**src/hw/hsv_pkg.sv**
```systemverilog
// Purpose: shared constants and carriers for the host status and vector block
// Assumes: 32-bit avalon-mm register bus, word addressed by byte offset
// Notes: register offsets are local choices
package hsv_pkg;
  // ************************************************************
  // register map
  // ************************************************************
  localparam logic [3:0] ADDR_VECTOR = 4'h0;
  localparam logic [3:0] ADDR_STATUS = 4'h4;
  localparam logic [3:0] ADDR_CORE_VECTOR = 4'h8;
  localparam logic [3:0] ADDR_CONTROL = 4'hc;
  // default vector table address restored by reset
  localparam logic [31:0] VECTOR_RESET = 32'h0000_0040;
  localparam logic [31:0] UNMAPPED_DATA = 32'h0000_0000;
  // ************************************************************
  // status field positions
  // ************************************************************
  localparam int ST_HOST_OWNS = 0;
  localparam int ST_SYNCED = 1;
  localparam int ST_MASTER_LO = 4;
  localparam int ST_PINOUT_LO = 8;
  localparam int ST_SLAVE_WR = 12;
  localparam int ST_VEC_PEND = 13;
  localparam int ST_PACK = 14;
  localparam logic [1:0] MASTER_SINGLE = 2'h1;
  localparam logic [2:0] POS_SINGLE = 3'h0;
  // control register bit: sync indication from arbitration
  localparam int CT_SYNC = 0;
  // ************************************************************
  // carriers
  // ************************************************************
  typedef struct packed {
    logic read;
    logic write;
    logic [3:0] address;
    logic [31:0] writedata;
  } hsv_req_s;
  typedef struct packed {
    logic host_owns_bus;
    logic arbitration_synced;
    logic [1:0] current_master_code;
    logic [1:0] pinout_code;
    logic slave_write_pending;
    logic vector_irq_pending;
    logic host_pack_state;
  } hsv_stat_s;
  typedef enum logic [1:0] {
    HSV_IDLE,
    HSV_ACCESS,
    HSV_SUSPEND,
    HSV_GRANTED
  } hsv_bus_e;
endpackage

```
**src/hw/hsv_host_port.sv**
```systemverilog
// Purpose: vector interrupt register, status register and host bus grant logic
// Assumes: pins are synchronised here; core side inputs are on clk_i
// Notes: avalon-mm slave answers every access one cycle after it arrives
//
// The Avalon-MM interface to the registers and the register addresses are this design's own decisions.
`timescale 1ns/100ps
module hsv_host_port
(
  input wire logic clk_i,
  input wire logic rst_i,
  input wire logic avs_read_i,
  input wire logic avs_write_i,
  input wire logic [3:0] avs_address_i,
  input wire logic [31:0] avs_writedata_i,
  output logic [31:0] avs_readdata_o,
  output logic avs_waitrequest_o,
  input wire logic host_bus_request_n_i,
  input wire logic suspend_bus_tristate_n_i,
  input wire logic [2:0] cluster_position_pins_i,
  input wire logic [1:0] bus_master_id_i,
  input wire logic ext_access_busy_i,
  input wire logic system_access_i,
  input wire logic slave_fifo_push_i,
  input wire logic slave_fifo_drain_i,
  input wire logic pack_partial_i,
  input wire logic core_in_service_i,
  input wire logic core_return_i,
  output logic host_bus_grant_n_o,
  output logic access_suspend_o,
  output logic host_wait_ready_o,
  output logic vector_irq_o,
  output logic [31:0] vector_interrupt_address_o
);
  // ************************************************************
  // pin synchronisers
  // ************************************************************
  logic [1:0] req_sync_ff;
  logic [1:0] sus_sync_ff;
  logic [2:0] pos_meta_ff;
  logic [2:0] pos_ff;
  logic host_req;
  logic host_sus;
  // two stages on every pin, active low pins inverted after the second
  always_ff @(posedge clk_i or posedge rst_i)
  begin
    if (rst_i)
    begin
      req_sync_ff <= 2'h3;
      sus_sync_ff <= 2'h3;
      pos_meta_ff <= 3'h0;
      pos_ff <= 3'h0;
    end
    else
    begin
      req_sync_ff <= {req_sync_ff[0], host_bus_request_n_i};
      sus_sync_ff <= {sus_sync_ff[0], suspend_bus_tristate_n_i};
      pos_meta_ff <= cluster_position_pins_i;
      pos_ff <= pos_meta_ff;
    end
  end
  assign host_req = ~req_sync_ff[1];
  assign host_sus = ~sus_sync_ff[1];
  // ************************************************************
  // avalon-mm slave
  // ************************************************************
  hsv_pkg::hsv_req_s req;
  hsv_pkg::hsv_stat_s stat;
  logic pending_ff;
  logic ack;
  logic host_vec_wr;
  logic core_vec_wr;
  logic sync_ff;
  logic [31:0] vec_ff;
  logic [31:0] nxt_rdata;
  logic [31:0] stat_word;
  hsv_pkg::hsv_bus_e bus_ff;
  logic in_service_ff;
  logic vpend_ff;
  logic slave_write_pending_ff;
  assign req = '{avs_read_i, avs_write_i, avs_address_i, avs_writedata_i};
  assign ack = pending_ff & (req.read | req.write);
  assign host_vec_wr = ack & req.write & (req.address == hsv_pkg::ADDR_VECTOR);
  assign core_vec_wr = ack & req.write & (req.address == hsv_pkg::ADDR_CORE_VECTOR);
  // waitrequest drops one cycle after a request appears
  always_ff @(posedge clk_i or posedge rst_i)
  begin
    if (rst_i)
      pending_ff <= 1'b0;
    else
      pending_ff <= (req.read | req.write) & ~ack;
  end
  always_ff @(posedge clk_i or posedge rst_i)
  begin
    if (rst_i)
      avs_waitrequest_o <= 1'b1;
    else
      avs_waitrequest_o <= ~((req.read | req.write) & ~ack);
  end
  // read mux, unmapped reads return zero
  always_comb
  begin
    unique case (req.address)
      hsv_pkg::ADDR_VECTOR: nxt_rdata = vec_ff;
      hsv_pkg::ADDR_CORE_VECTOR: nxt_rdata = vec_ff;
      hsv_pkg::ADDR_STATUS: nxt_rdata = stat_word;
      hsv_pkg::ADDR_CONTROL: nxt_rdata = {31'h0, sync_ff};
      default: nxt_rdata = hsv_pkg::UNMAPPED_DATA;
    endcase
  end
  always_ff @(posedge clk_i or posedge rst_i)
  begin
    if (rst_i)
      avs_readdata_o <= hsv_pkg::UNMAPPED_DATA;
    else if ((req.read | req.write) & ~ack)
      avs_readdata_o <= nxt_rdata;
  end
  // control: arbitration sync flag set by software
  always_ff @(posedge clk_i or posedge rst_i)
  begin
    if (rst_i)
      sync_ff <= 1'b0;
    else if (ack & req.write & (req.address == hsv_pkg::ADDR_CONTROL))
      sync_ff <= req.writedata[hsv_pkg::CT_SYNC];
  end
  // ************************************************************
  // vector interrupt register
  // ************************************************************
  always_ff @(posedge clk_i or posedge rst_i)
  begin
    if (rst_i)
      in_service_ff <= 1'b0;
    else
      in_service_ff <= core_in_service_i;
  end
  // host write ignored in service; newer write replaces pending one
  always_ff @(posedge clk_i or posedge rst_i)
  begin
    if (rst_i)
      vec_ff <= hsv_pkg::VECTOR_RESET;
    else if (host_vec_wr & ~in_service_ff)
      vec_ff <= req.writedata;
    else if (core_vec_wr)
      vec_ff <= req.writedata;
  end
  // pending flag: set by host write, cleared on return; set wins
  always_ff @(posedge clk_i or posedge rst_i)
  begin
    if (rst_i)
      vpend_ff <= 1'b0;
    else if (host_vec_wr & ~in_service_ff)
      vpend_ff <= 1'b1;
    else if (core_return_i)
      vpend_ff <= 1'b0;
  end
  always_ff @(posedge clk_i or posedge rst_i)
  begin
    if (rst_i)
      vector_irq_o <= 1'b0;
    else
      vector_irq_o <= host_vec_wr & ~in_service_ff;
  end
  assign vector_interrupt_address_o = vec_ff;
  // ************************************************************
  // slave write pending and status word
  // ************************************************************
  always_ff @(posedge clk_i or posedge rst_i)
  begin
    if (rst_i)
      slave_write_pending_ff <= 1'b0;
    else if (slave_fifo_push_i)
      slave_write_pending_ff <= 1'b1;
    else if (slave_fifo_drain_i)
      slave_write_pending_ff <= 1'b0;
  end
  // ready low while a slave write is pending and not being drained, stalling the host
  always_ff @(posedge clk_i or posedge rst_i)
  begin
    if (rst_i)
      host_wait_ready_o <= 1'b1;
    else
      host_wait_ready_o <= ~(slave_write_pending_ff & ~slave_fifo_drain_i);
  end
  always_comb
  begin
    stat.host_owns_bus = (bus_ff == hsv_pkg::HSV_GRANTED);
    stat.arbitration_synced = sync_ff;
    stat.current_master_code = (pos_ff == hsv_pkg::POS_SINGLE) ?
      hsv_pkg::MASTER_SINGLE : bus_master_id_i;
    stat.pinout_code = pos_ff[1:0];
    stat.slave_write_pending = slave_write_pending_ff;
    stat.vector_irq_pending = vpend_ff;
    stat.host_pack_state = pack_partial_i;
    stat_word = 32'h0;
    stat_word[hsv_pkg::ST_HOST_OWNS] = stat.host_owns_bus;
    stat_word[hsv_pkg::ST_SYNCED] = stat.arbitration_synced;
    stat_word[hsv_pkg::ST_MASTER_LO +: 2] = stat.current_master_code;
    stat_word[hsv_pkg::ST_PINOUT_LO +: 2] = stat.pinout_code;
    stat_word[hsv_pkg::ST_SLAVE_WR] = stat.slave_write_pending;
    stat_word[hsv_pkg::ST_VEC_PEND] = stat.vector_irq_pending;
    stat_word[hsv_pkg::ST_PACK] = stat.host_pack_state;
  end
  // ************************************************************
  // host bus grant handshake
  // ************************************************************
  always_ff @(posedge clk_i or posedge rst_i)
  begin
    if (rst_i)
      bus_ff <= hsv_pkg::HSV_IDLE;
    else
    begin
      unique case (bus_ff)
        hsv_pkg::HSV_IDLE:
          if (host_req & host_sus & system_access_i)
            bus_ff <= hsv_pkg::HSV_SUSPEND;
          else if (host_req & (ext_access_busy_i | system_access_i))
            bus_ff <= hsv_pkg::HSV_ACCESS;
          else if (host_req)
            bus_ff <= hsv_pkg::HSV_GRANTED;
        hsv_pkg::HSV_ACCESS:
          if (~host_req)
            bus_ff <= hsv_pkg::HSV_IDLE;
          else if (host_sus & system_access_i)
            bus_ff <= hsv_pkg::HSV_SUSPEND;
          else if (~ext_access_busy_i & ~system_access_i)
            bus_ff <= hsv_pkg::HSV_GRANTED;
        hsv_pkg::HSV_SUSPEND:
          bus_ff <= host_req ? hsv_pkg::HSV_GRANTED : hsv_pkg::HSV_IDLE;
        hsv_pkg::HSV_GRANTED:
          if (~host_req)
            bus_ff <= hsv_pkg::HSV_IDLE;
      endcase
    end
  end
  always_ff @(posedge clk_i or posedge rst_i)
  begin
    if (rst_i)
      host_bus_grant_n_o <= 1'b1;
    else
      host_bus_grant_n_o <= ~(bus_ff == hsv_pkg::HSV_GRANTED & host_req);
  end
  // suspension kept while host holds the bus after a suspend
  always_ff @(posedge clk_i or posedge rst_i)
  begin
    if (rst_i)
      access_suspend_o <= 1'b0;
    else if (bus_ff == hsv_pkg::HSV_SUSPEND)
      access_suspend_o <= 1'b1;
    else if (bus_ff == hsv_pkg::HSV_IDLE)
      access_suspend_o <= 1'b0;
  end
  // ************************************************************
  // checks
  // ************************************************************
  a_core_no_irq: assert property (@(posedge clk_i) disable iff (rst_i)
    core_vec_wr |=> ~vector_irq_o)
    else $error("core vector write raised an interrupt");
  a_service_ignores: assert property (@(posedge clk_i) disable iff (rst_i)
    (host_vec_wr & in_service_ff) |=> (vec_ff == $past(vec_ff)))
    else $error("vector changed during service");
  a_pend_sets: assert property (@(posedge clk_i) disable iff (rst_i)
    (host_vec_wr & ~in_service_ff) |=> vpend_ff ##0 vector_irq_o)
    else $error("vector pending not set");
  a_grant_busy: assert property (@(posedge clk_i) disable iff (rst_i)
    (system_access_i & ~host_sus & bus_ff != hsv_pkg::HSV_GRANTED
     & bus_ff != hsv_pkg::HSV_SUSPEND) |=> host_bus_grant_n_o)
    else $error("grant given during own system access");
  a_suspend_grant: assert property (@(posedge clk_i) disable iff (rst_i)
    (bus_ff == hsv_pkg::HSV_SUSPEND && host_req) |=> ##1 ~host_bus_grant_n_o)
    else $error("no grant after suspend");
  a_host_owns: assert property (@(posedge clk_i) disable iff (rst_i)
    ~host_bus_grant_n_o |-> $past(stat_word[hsv_pkg::ST_HOST_OWNS]))
    else $error("grant without ownership bit");
  a_reserved_zero: assert property (@(posedge clk_i) disable iff (rst_i)
    stat_word[31:15] == 17'h0 && stat_word[11:10] == 2'h0
    && stat_word[7:6] == 2'h0 && stat_word[3:2] == 2'h0)
    else $error("reserved status bits nonzero");
  a_single_master: assert property (@(posedge clk_i) disable iff (rst_i)
    pos_ff == hsv_pkg::POS_SINGLE |-> stat_word[5:4] == hsv_pkg::MASTER_SINGLE)
    else $error("single processor master code wrong");
  a_slave_pend: assert property (@(posedge clk_i) disable iff (rst_i)
    slave_fifo_push_i |=> slave_write_pending_ff)
    else $error("slave write pending not set");
endmodule // hsv_host_port

```
**config.mk**
```make
export PLATFORM = sky130hd
export DESIGN_NAME = hsv_host_port
export DESIGN_NICKNAME = d
export VERILOG_FILES = /design/src/hw/hsv_pkg.sv /design/src/hw/hsv_host_port.sv
export SDC_FILE = /design/constraint.sdc
export NUM_CORES = 1
export LEC_CHECK = 0
export BUFFER_PORTS_ARGS = -buffer_cell sky130_fd_sc_hd__buf_2
export CORE_MARGIN = 8
export CORE_UTILIZATION = 40
export DETAILED_ROUTE_END_ITERATION = 16
export PLACE_DENSITY_LB_ADDON = 0.25
export SYNTH_ARGS = -nofsm -noshare
export SYNTH_HDL_FRONTEND = slang
export SYNTH_SLANG_ARGS = --single-unit
```
**constraint.sdc**
```tcl
create_clock -name clk_i -period 3 [get_ports clk_i]
set_input_delay 0.6 -clock clk_i [delete_from_list [all_inputs] [get_ports clk_i]]
set_output_delay 0.6 -clock clk_i [all_outputs]
set_load 0.02 [all_outputs]
```
==> results by group, run 1 <==
Final layout
  • Area grow syn2layout: 29.6%
  • Final nets: 400
  • N_diodes: 0
  • Area of the multi-input gates: 948 um^2
  • Layout cells sized above 1: 54.1%
  • Fillcell total: 703
  • FF+latch area: 0.00216 mm^2
  • Post-route insts no fill: 453

Worst setup path
  • Crit path max-delay family: simple AND/OR/NAND/NOR gates
  • Worst Path Buf+Inv: 2
  • Critical path fanouts, max: 29
  • Crit-path slowest cell: or3_4
  • Crit-path cells: buf_2, or3_4, nor3_4, buf_12, mux2_2
  • RR Startpoint: in_service_ff$_DFF_PP0_
  • CP required: 3.22 ns
  • Critical path startpoint: avs_address_i[2]
  • CP Depth: 5
  • R2r setup slk: 1.44 ns
  • CP endpoint kind: register
  • Critical Path Start Type: primary input
  • Reg-to-Reg End: vector_interrupt_address_o[19]$_DFFE_PP0P_
  • Critical path class: in2reg
  • Max incr delay on CP: 0.43 ns
  • Worst Path Arrival: 2.14 ns
  • R2R cell count: 4
  • CP endpoint: vector_interrupt_address_o[19]$_DFFE_PP0P_

Die
  • Core Region: 0.00773 mm^2
  • Cell row count: 32
  • Die Area: 0.0111 mm^2
  • Die extent in y: 105 um
  • Die width: 105 um
  • IO Pins: 123
  • Initial Util: 41.2%

Drt
  • DR iter-0 viols: 100
  • Via count: 2,186
  • Drt first pass iters: 4
  • Drt drc: 0
  • Detailed Route WL: 7620 um
  • Final ANT Viol Nets: 0
  • Via/cell ratio: 4.83
  • WL/cell: 16.8 um

Global route
  • Initial antenna violation count: 0
  • Aggregate global-route resource usage: 13.9%
  • Largest net degree at the start of global routing: 53
  • Vias in the first global route: 2,417
  • Global-route wire length before repair: 12,300 um
  • Congestion Overflow GR: 0

Pwr
  • Psw: 0.000892 W
  • P per Cell Area: 695 mW/mm^2
  • Reg power frac: 50.1%
  • Comb power frac: 22.0%
  • Leakage: 2.12 nW
  • Clk pwr share: 27.9%
  • Sw frac: 31.1%
  • Internal power: 0.00198 W
  • Worst IR Drop VDD: 0.000338 V

Timing
  • Final hold violation count: 0
  • Unrepaired setup endpoints after global routing: false
  • Pins Over Slew Limit: 0
  • Skew final: 0.00940 ns
  • Min cycle time layout: 1.92 ns
  • Slew margin rel.: 59.0%
  • Final setup violating endpoints: 0
  • Fin crit share: 63.9%
  • Fmax achieved: 522 MHz
  • Worst Tran Pin Value: 0.615 ns
  • Setup TNS Final: 0 ns

Synthesis
  • Synthesized Nets: 272
  • Post-synth EDFFs: 0
  • Top FF cell, synth: dfrtp_1
  • Sequential area share after synthesis: 67.9%
  • Yosys top cell area share: 61.3%
  • Post-synthesis register bit count: 86
  • Syn_area_per_cell: 14.6 um^2
  • Largest area contributor in the netlist: dfrtp_1
  • Mapped Cells: 218
  • Yosys warning count: 0
  • Yosys cell types: 30
  • Cell Area, Synth: 0.00319 mm^2
  • Synth area leaders: dfrtp_1, mux2_2, dfstp_2
  • Async SR Flop Fraction: 100%

Clock network
  • H-tree depth: 3
  • CTS tree: built
  • Resize count post-CTS: 0
  • Clk sink count: 86
  • Root Driver: clkbuf_8
  • CTS Buffer Depth: 2
  • Reg clk slew, reported paths: 0.09 ns
  • Worst-Skew Late Latency: 0.34 ns
  • CTS Buf Count: 9
  • Post-CTS Setup Bufs: 0
  • Post-CTS Hold Buffers: 0

Worst hold path
  • Hold Crit Class: in2async

Placement
  • Port bufs: 122
  • Dpl cells: 437
  • Gpl congestion: 0.744
  • HPWL Detailed: 5550 um

Run status
  • Status: finished clean

Job
  • Max cap viols: 0
==> cell families (layout without fill, tap and decap cells) <==
| logic type | after synthesis | after routing | synth area share [%] |
|---|---|---|---|
| buffers and inverters | 15 | 148 | 2.55 |
| AOI/OAI and AO/OA | 42 | 42 | 10.2 |
| and+or+nand+nor | 39 | 39 | 6.76 |
| muxes | 36 | 36 | 12.6 |
| DFF | 86 | 86 | 67.9 |
==> power groups by stage <==
stage          Sequential, W  Combinational [W]  Clock (W)
4_1_cts              0.00144           0.000647   0.000833
6_report             0.00144           0.000632   0.000800
3_5_place_dp         0.00146           0.000646          0
2_1_floorplan        0.00163           0.000200          0
5_1_grt              0.00147           0.000681   0.000875
3_3_place_gp         0.00146           0.000636          0
==> registers in the layout, indices dropped and copies added, names as in the netlist, 2 cells and up <==
| name | cells |
|---|---|
| avs_readdata_o | 32 |
| vector_interrupt_address_o | 32 |
| sus_sync_ff | 2 |
| pos_ff | 3 |
| pos_meta_ff | 3 |
| req_sync_ff | 2 |
| bus_ff | 2 |
==> metrics by stage <==
stage | instance area (um^2) | power (W) | hold slack, ns | worst slack, ns | util (%)
finish | 4130 | 0.00287 | 0.304 | 1.08 | 53.4
global route | 4130 | 0.00302 | 0.317 | 1.04 | 53.4
floorplan | 3190 | 0.00184 | 0.331 | 0.191 | -
detailed placement | 3930 | 0.00211 | 0.335 | 0.715 | 50.9
global placement | 3930 | 0.00209 | 0.335 | 0.775 | 50.9
CTS | 4130 | 0.00292 | 0.310 | 1.08 | 53.4
==> layout make-up <==
class,count,share of cell area [%]
clock inverter,6,1.70
timing repair buffer,127,16.3
multi-input combinational,117,23.0
tap,102,3.09
clock buffer,10,3.09
sequential,86,52.4
inverter,5,0.485
==> placed cells by master (no fill, tap or decap), types with 3 or more instances in the layout <==
cell type     n
dfrtp_1      78
nor3_1        3
mux2_2       32
nor2_1        4
o21ai_0       7
and2b_1       3
nand3_1       4
dfstp_2       8
clkinvlp_4    3
buf_2       122
nor2b_1       5
nand2_1      12
buf_4         3
a22o_1       23
inv_1         4
clkbuf_8      9
a21oi_1       6
==> worst register-to-register path, delay by kind of cell (launching register included) <==
kind / cells / cell delay (ns)
buffers and inverters: 1 / 0.25
flip-flops: 1 / 0.40
multiplexers: 1 / 0.37
AND/OR/NAND/NOR: 2 / 0.44
==> cell usage after synthesis (all sizes together) (2+ instances only) <==
cell type and number:
dfrtp 78, mux2 34, a22o 23, nand2 12
dfstp 8, o21ai 7, a21oi 6, buf 5
clkbuf 5, inv 5, nor2 5, nor2b 5
nand3 4, nor3 4, and2b 3, mux2i 2
nand2b 2
==> routing by layer <==
layer  wire (um)  vias up  GRT usage (%)
met4          99        0           6.73
met1        3300     1068           16.8
met2        3690       78           22.0
met5           0        -              0
li1            -     1034              -
met3         534        6           4.63
==> how the worst min path moves through the flow <==
stage	depth (start not counted)	to	slack (ns)	start
floorplan	0	pos_ff[0]$_DFF_PP0_	0.33	pos_meta_ff[0]$_DFF_PP0_
detailed placement	0	pos_ff[1]$_DFF_PP0_	0.33	pos_meta_ff[1]$_DFF_PP0_
global route	1	sus_sync_ff[0]$_DFF_PP1_	0.32	suspend_bus_tristate_n_i
global placement	0	pos_ff[2]$_DFF_PP0_	0.34	pos_meta_ff[2]$_DFF_PP0_
CTS	2	avs_readdata_o[25]$_DFFE_PP0P_	0.31	rst_i
finish	2	avs_readdata_o[25]$_DFFE_PP0P_	0.30	rst_i
Note: power is estimated with default switching activity, not from simulation.
==> run 2, diff against run 1 <==
Clock period 3 ns to 1.6 ns, I/O delays scaled along.
==> results by group, run 2 (same netlist as run 1, synthesis figures left out) <==
Run status
  • Status: finished clean (unchanged)

Global route
  • Global-route wire length before repair: 12,300 um (about the same)
  • Congestion Overflow GR: 0 (unchanged)
  • Vias in the first global route: 2,437 (was 2,417)
  • Initial antenna violation count: 0 (unchanged)
  • Largest net degree at the start of global routing: 87 (was 53)
  • Aggregate global-route resource usage: 13.6% (was 13.9%)

Timing
  • Final worst setup slack: 0.0857 ns (was 1.08 ns)
  • Fmax achieved: 660 MHz
  • Fin crit share: 94.6%
  • Pins Over Slew Limit: 0 (unchanged)
  • Slew margin rel.: 70.1% (was 59.0%)
  • Skew final: 0.0139 ns (was 0.00940 ns)
  • Worst Tran Pin Value: 0.449 ns (was 0.615 ns)
  • Hold slack: 0.0691 ns (was 0.304 ns)
  • Min cycle time layout: 1.51 ns
  • Final hold violation count: 0 (unchanged)
  • Final setup violating endpoints: 0 (unchanged)
  • Unrepaired setup endpoints after global routing: false (unchanged)

Clock network
  • Post-CTS Setup Bufs: 0 (unchanged)
  • Reg clk slew, reported paths: 0.08 ns (was 0.09 ns)
  • Clk sink count: 86 (unchanged)
  • CTS Buffer Depth: 2 (unchanged)
  • Worst-Skew Late Latency: 0.34 ns (about the same)
  • Root Driver: clkbuf_8 (unchanged)
  • CTS Buf Count: 9 (unchanged)
  • Post-CTS Hold Buffers: 0 (unchanged)
  • Resize count post-CTS: 0 (unchanged)
  • H-tree depth: 3 (unchanged)
  • CTS tree: built (unchanged)

Die
  • Die extent in y: 105 um (unchanged)
  • Die Area: 0.0111 mm^2 (unchanged)
  • Cell row count: 32 (unchanged)
  • Core Region: 0.00773 mm^2 (unchanged)
  • Initial Util: 41.2% (unchanged)
  • Die width: 105 um (unchanged)
  • IO Pins: 123 (unchanged)

Placement
  • Gpl congestion: 0.720 (was 0.744)
  • HPWL Detailed: 5410 um (was 5550 um)
  • Post-place setup slack: -0.122 ns (was 0.715 ns)
  • Port bufs: 122 (unchanged)
  • Dpl cells: 445 (was 437)

Worst setup path
  • Critical path fanouts, max: 32 (was 29)
  • CP endpoint kind: register (unchanged)
  • Critical path class: reg2reg (was in2reg)
  • Worst Path Arrival: 1.73 ns (was 2.14 ns)
  • CP required: 1.82 ns (was 3.22 ns)
  • Max incr delay on CP: 0.40 ns (was 0.43 ns)
  • Crit-path cells: and2b_1, nor3_4, buf_12, mux2_2 (was buf_2, or3_4, nor3_4, buf_12, mux2_2)
  • Critical Path Start Type: register (was primary input)
  • Crit-path slowest cell: dfrtp_1 (was or3_4)
  • R2r setup slk: 0.09 ns (was 1.44 ns)

Final layout
  • Fillcell total: 694 (was 703)
  • Commonest non-fill, non-tap cell in the layout: buf_2 (unchanged)
  • N_diodes: 0 (unchanged)
  • Post-route insts no fill: 459 (was 453)
  • Area grow syn2layout: 32.1% (was 29.6%)
  • Final nets: 408 (was 400)
  • Layout cells sized above 1: 54.3% (was 54.1%)
  • Most frequent cells in the layout: buf_2, dfrtp_1, mux2_2, a22o_1, nand2_1 (unchanged)

Drt
  • Final ANT Viol Nets: 0 (unchanged)
  • DR iter-0 viols: 40 (was 100)
  • Met1 WL: 3480 um (was 3300 um)
  • WL met2: 3250 um (was 3690 um)
  • Wire length on met3: 668 um (was 534 um)
  • Drt drc: 0 (unchanged)
  • WL/cell: 16.3 um (was 16.8 um)
  • Via count: 2,206 (was 2,186)
  • Via/cell ratio: 4.81 (was 4.83)
  • Top Layer Used: met4 (unchanged)
  • Drt first pass iters: 4 (unchanged)
  • Detailed Route WL: 7500 um (was 7620 um)

Pwr
  • Worst IR Drop VDD: 0.000564 V (was 0.000338 V)
  • Overall Power: 0.00546 W (was 0.00287 W)
  • P per Cell Area: 1300 mW/mm^2 (was 695 mW/mm^2)
  • Leakage: 2.17 nW (was 2.12 nW)

Job
  • Max cap viols: 0 (unchanged)

Worst hold path
  • Hold Crit Class: in2reg (was in2async)
[run 2: final timing paths]
kind,startpoint,to,depth (start not counted)
max,in_service_ff$_DFF_PP0_,vector_interrupt_address_o[20]$_DFFE_PP0P_,4
min,host_bus_request_n_i,req_sync_ff[0]$_DFF_PP1_,1
max reg2reg,in_service_ff$_DFF_PP0_,vector_interrupt_address_o[20]$_DFFE_PP0P_,4
min reg2reg,pos_meta_ff[0]$_DFF_PP0_,pos_ff[0]$_DFF_PP0_,0
max in group asynchronous,rst_i,host_bus_grant_n_o$_DFF_PP1_,3
min in group asynchronous,rst_i,vector_interrupt_address_o[31]$_DFFE_PP0P_,3
[run 2: per-layer routing]
metal / GRT usage, % / up-vias
li1: - / 1050
met1: 17.5 / 1060
met2: 20.0 / 88
met3: 5.66 / 8
met4: 5.20 / 0
met5: 0 / -
[run 2: stage by stage]
| step | setup TNS, ns | util (%) | cell area, um^2 |
|---|---|---|---|
| 3_3_place_gp | -2.98 | 51.9 | 4010 |
| 4_1_cts | 0 | 54.5 | 4210 |
| 6_report | 0 | 54.5 | 4210 |
| 2_1_floorplan | 0 | - | 3190 |
| 3_5_place_dp | -3.65 | 51.9 | 4010 |
| 5_1_grt | 0 | 54.5 | 4210 |
[run 2: where the power goes]
| group | switching (W) | internal [W] |
|---|---|---|
| Combinational | 0.000696 | 0.000503 |
| Sequential | 0.000209 | 0.00249 |
| Clock | 0.000693 | 0.000866 |
| Total | 0.00160 | 0.00386 |
[run 2: final cells by class]
cell class	count	area, um^2	area share, %
clock buffer	12	135	3.21
clock inverter	2	60.1	1.43
inverter	5	22.5	0.535
multi-input combinational	117	956	22.7
sequential	86	2160	51.4
tap	102	128	3.03
timing repair buffer	135	746	17.7
[run 2: critical path: cells and delay by family, from the launching register on]
family	cells	cell delay (ns)
DFF	1	0.40
and+or+nand+nor	2	0.39
muxes	1	0.35
buffers and inverters	1	0.23
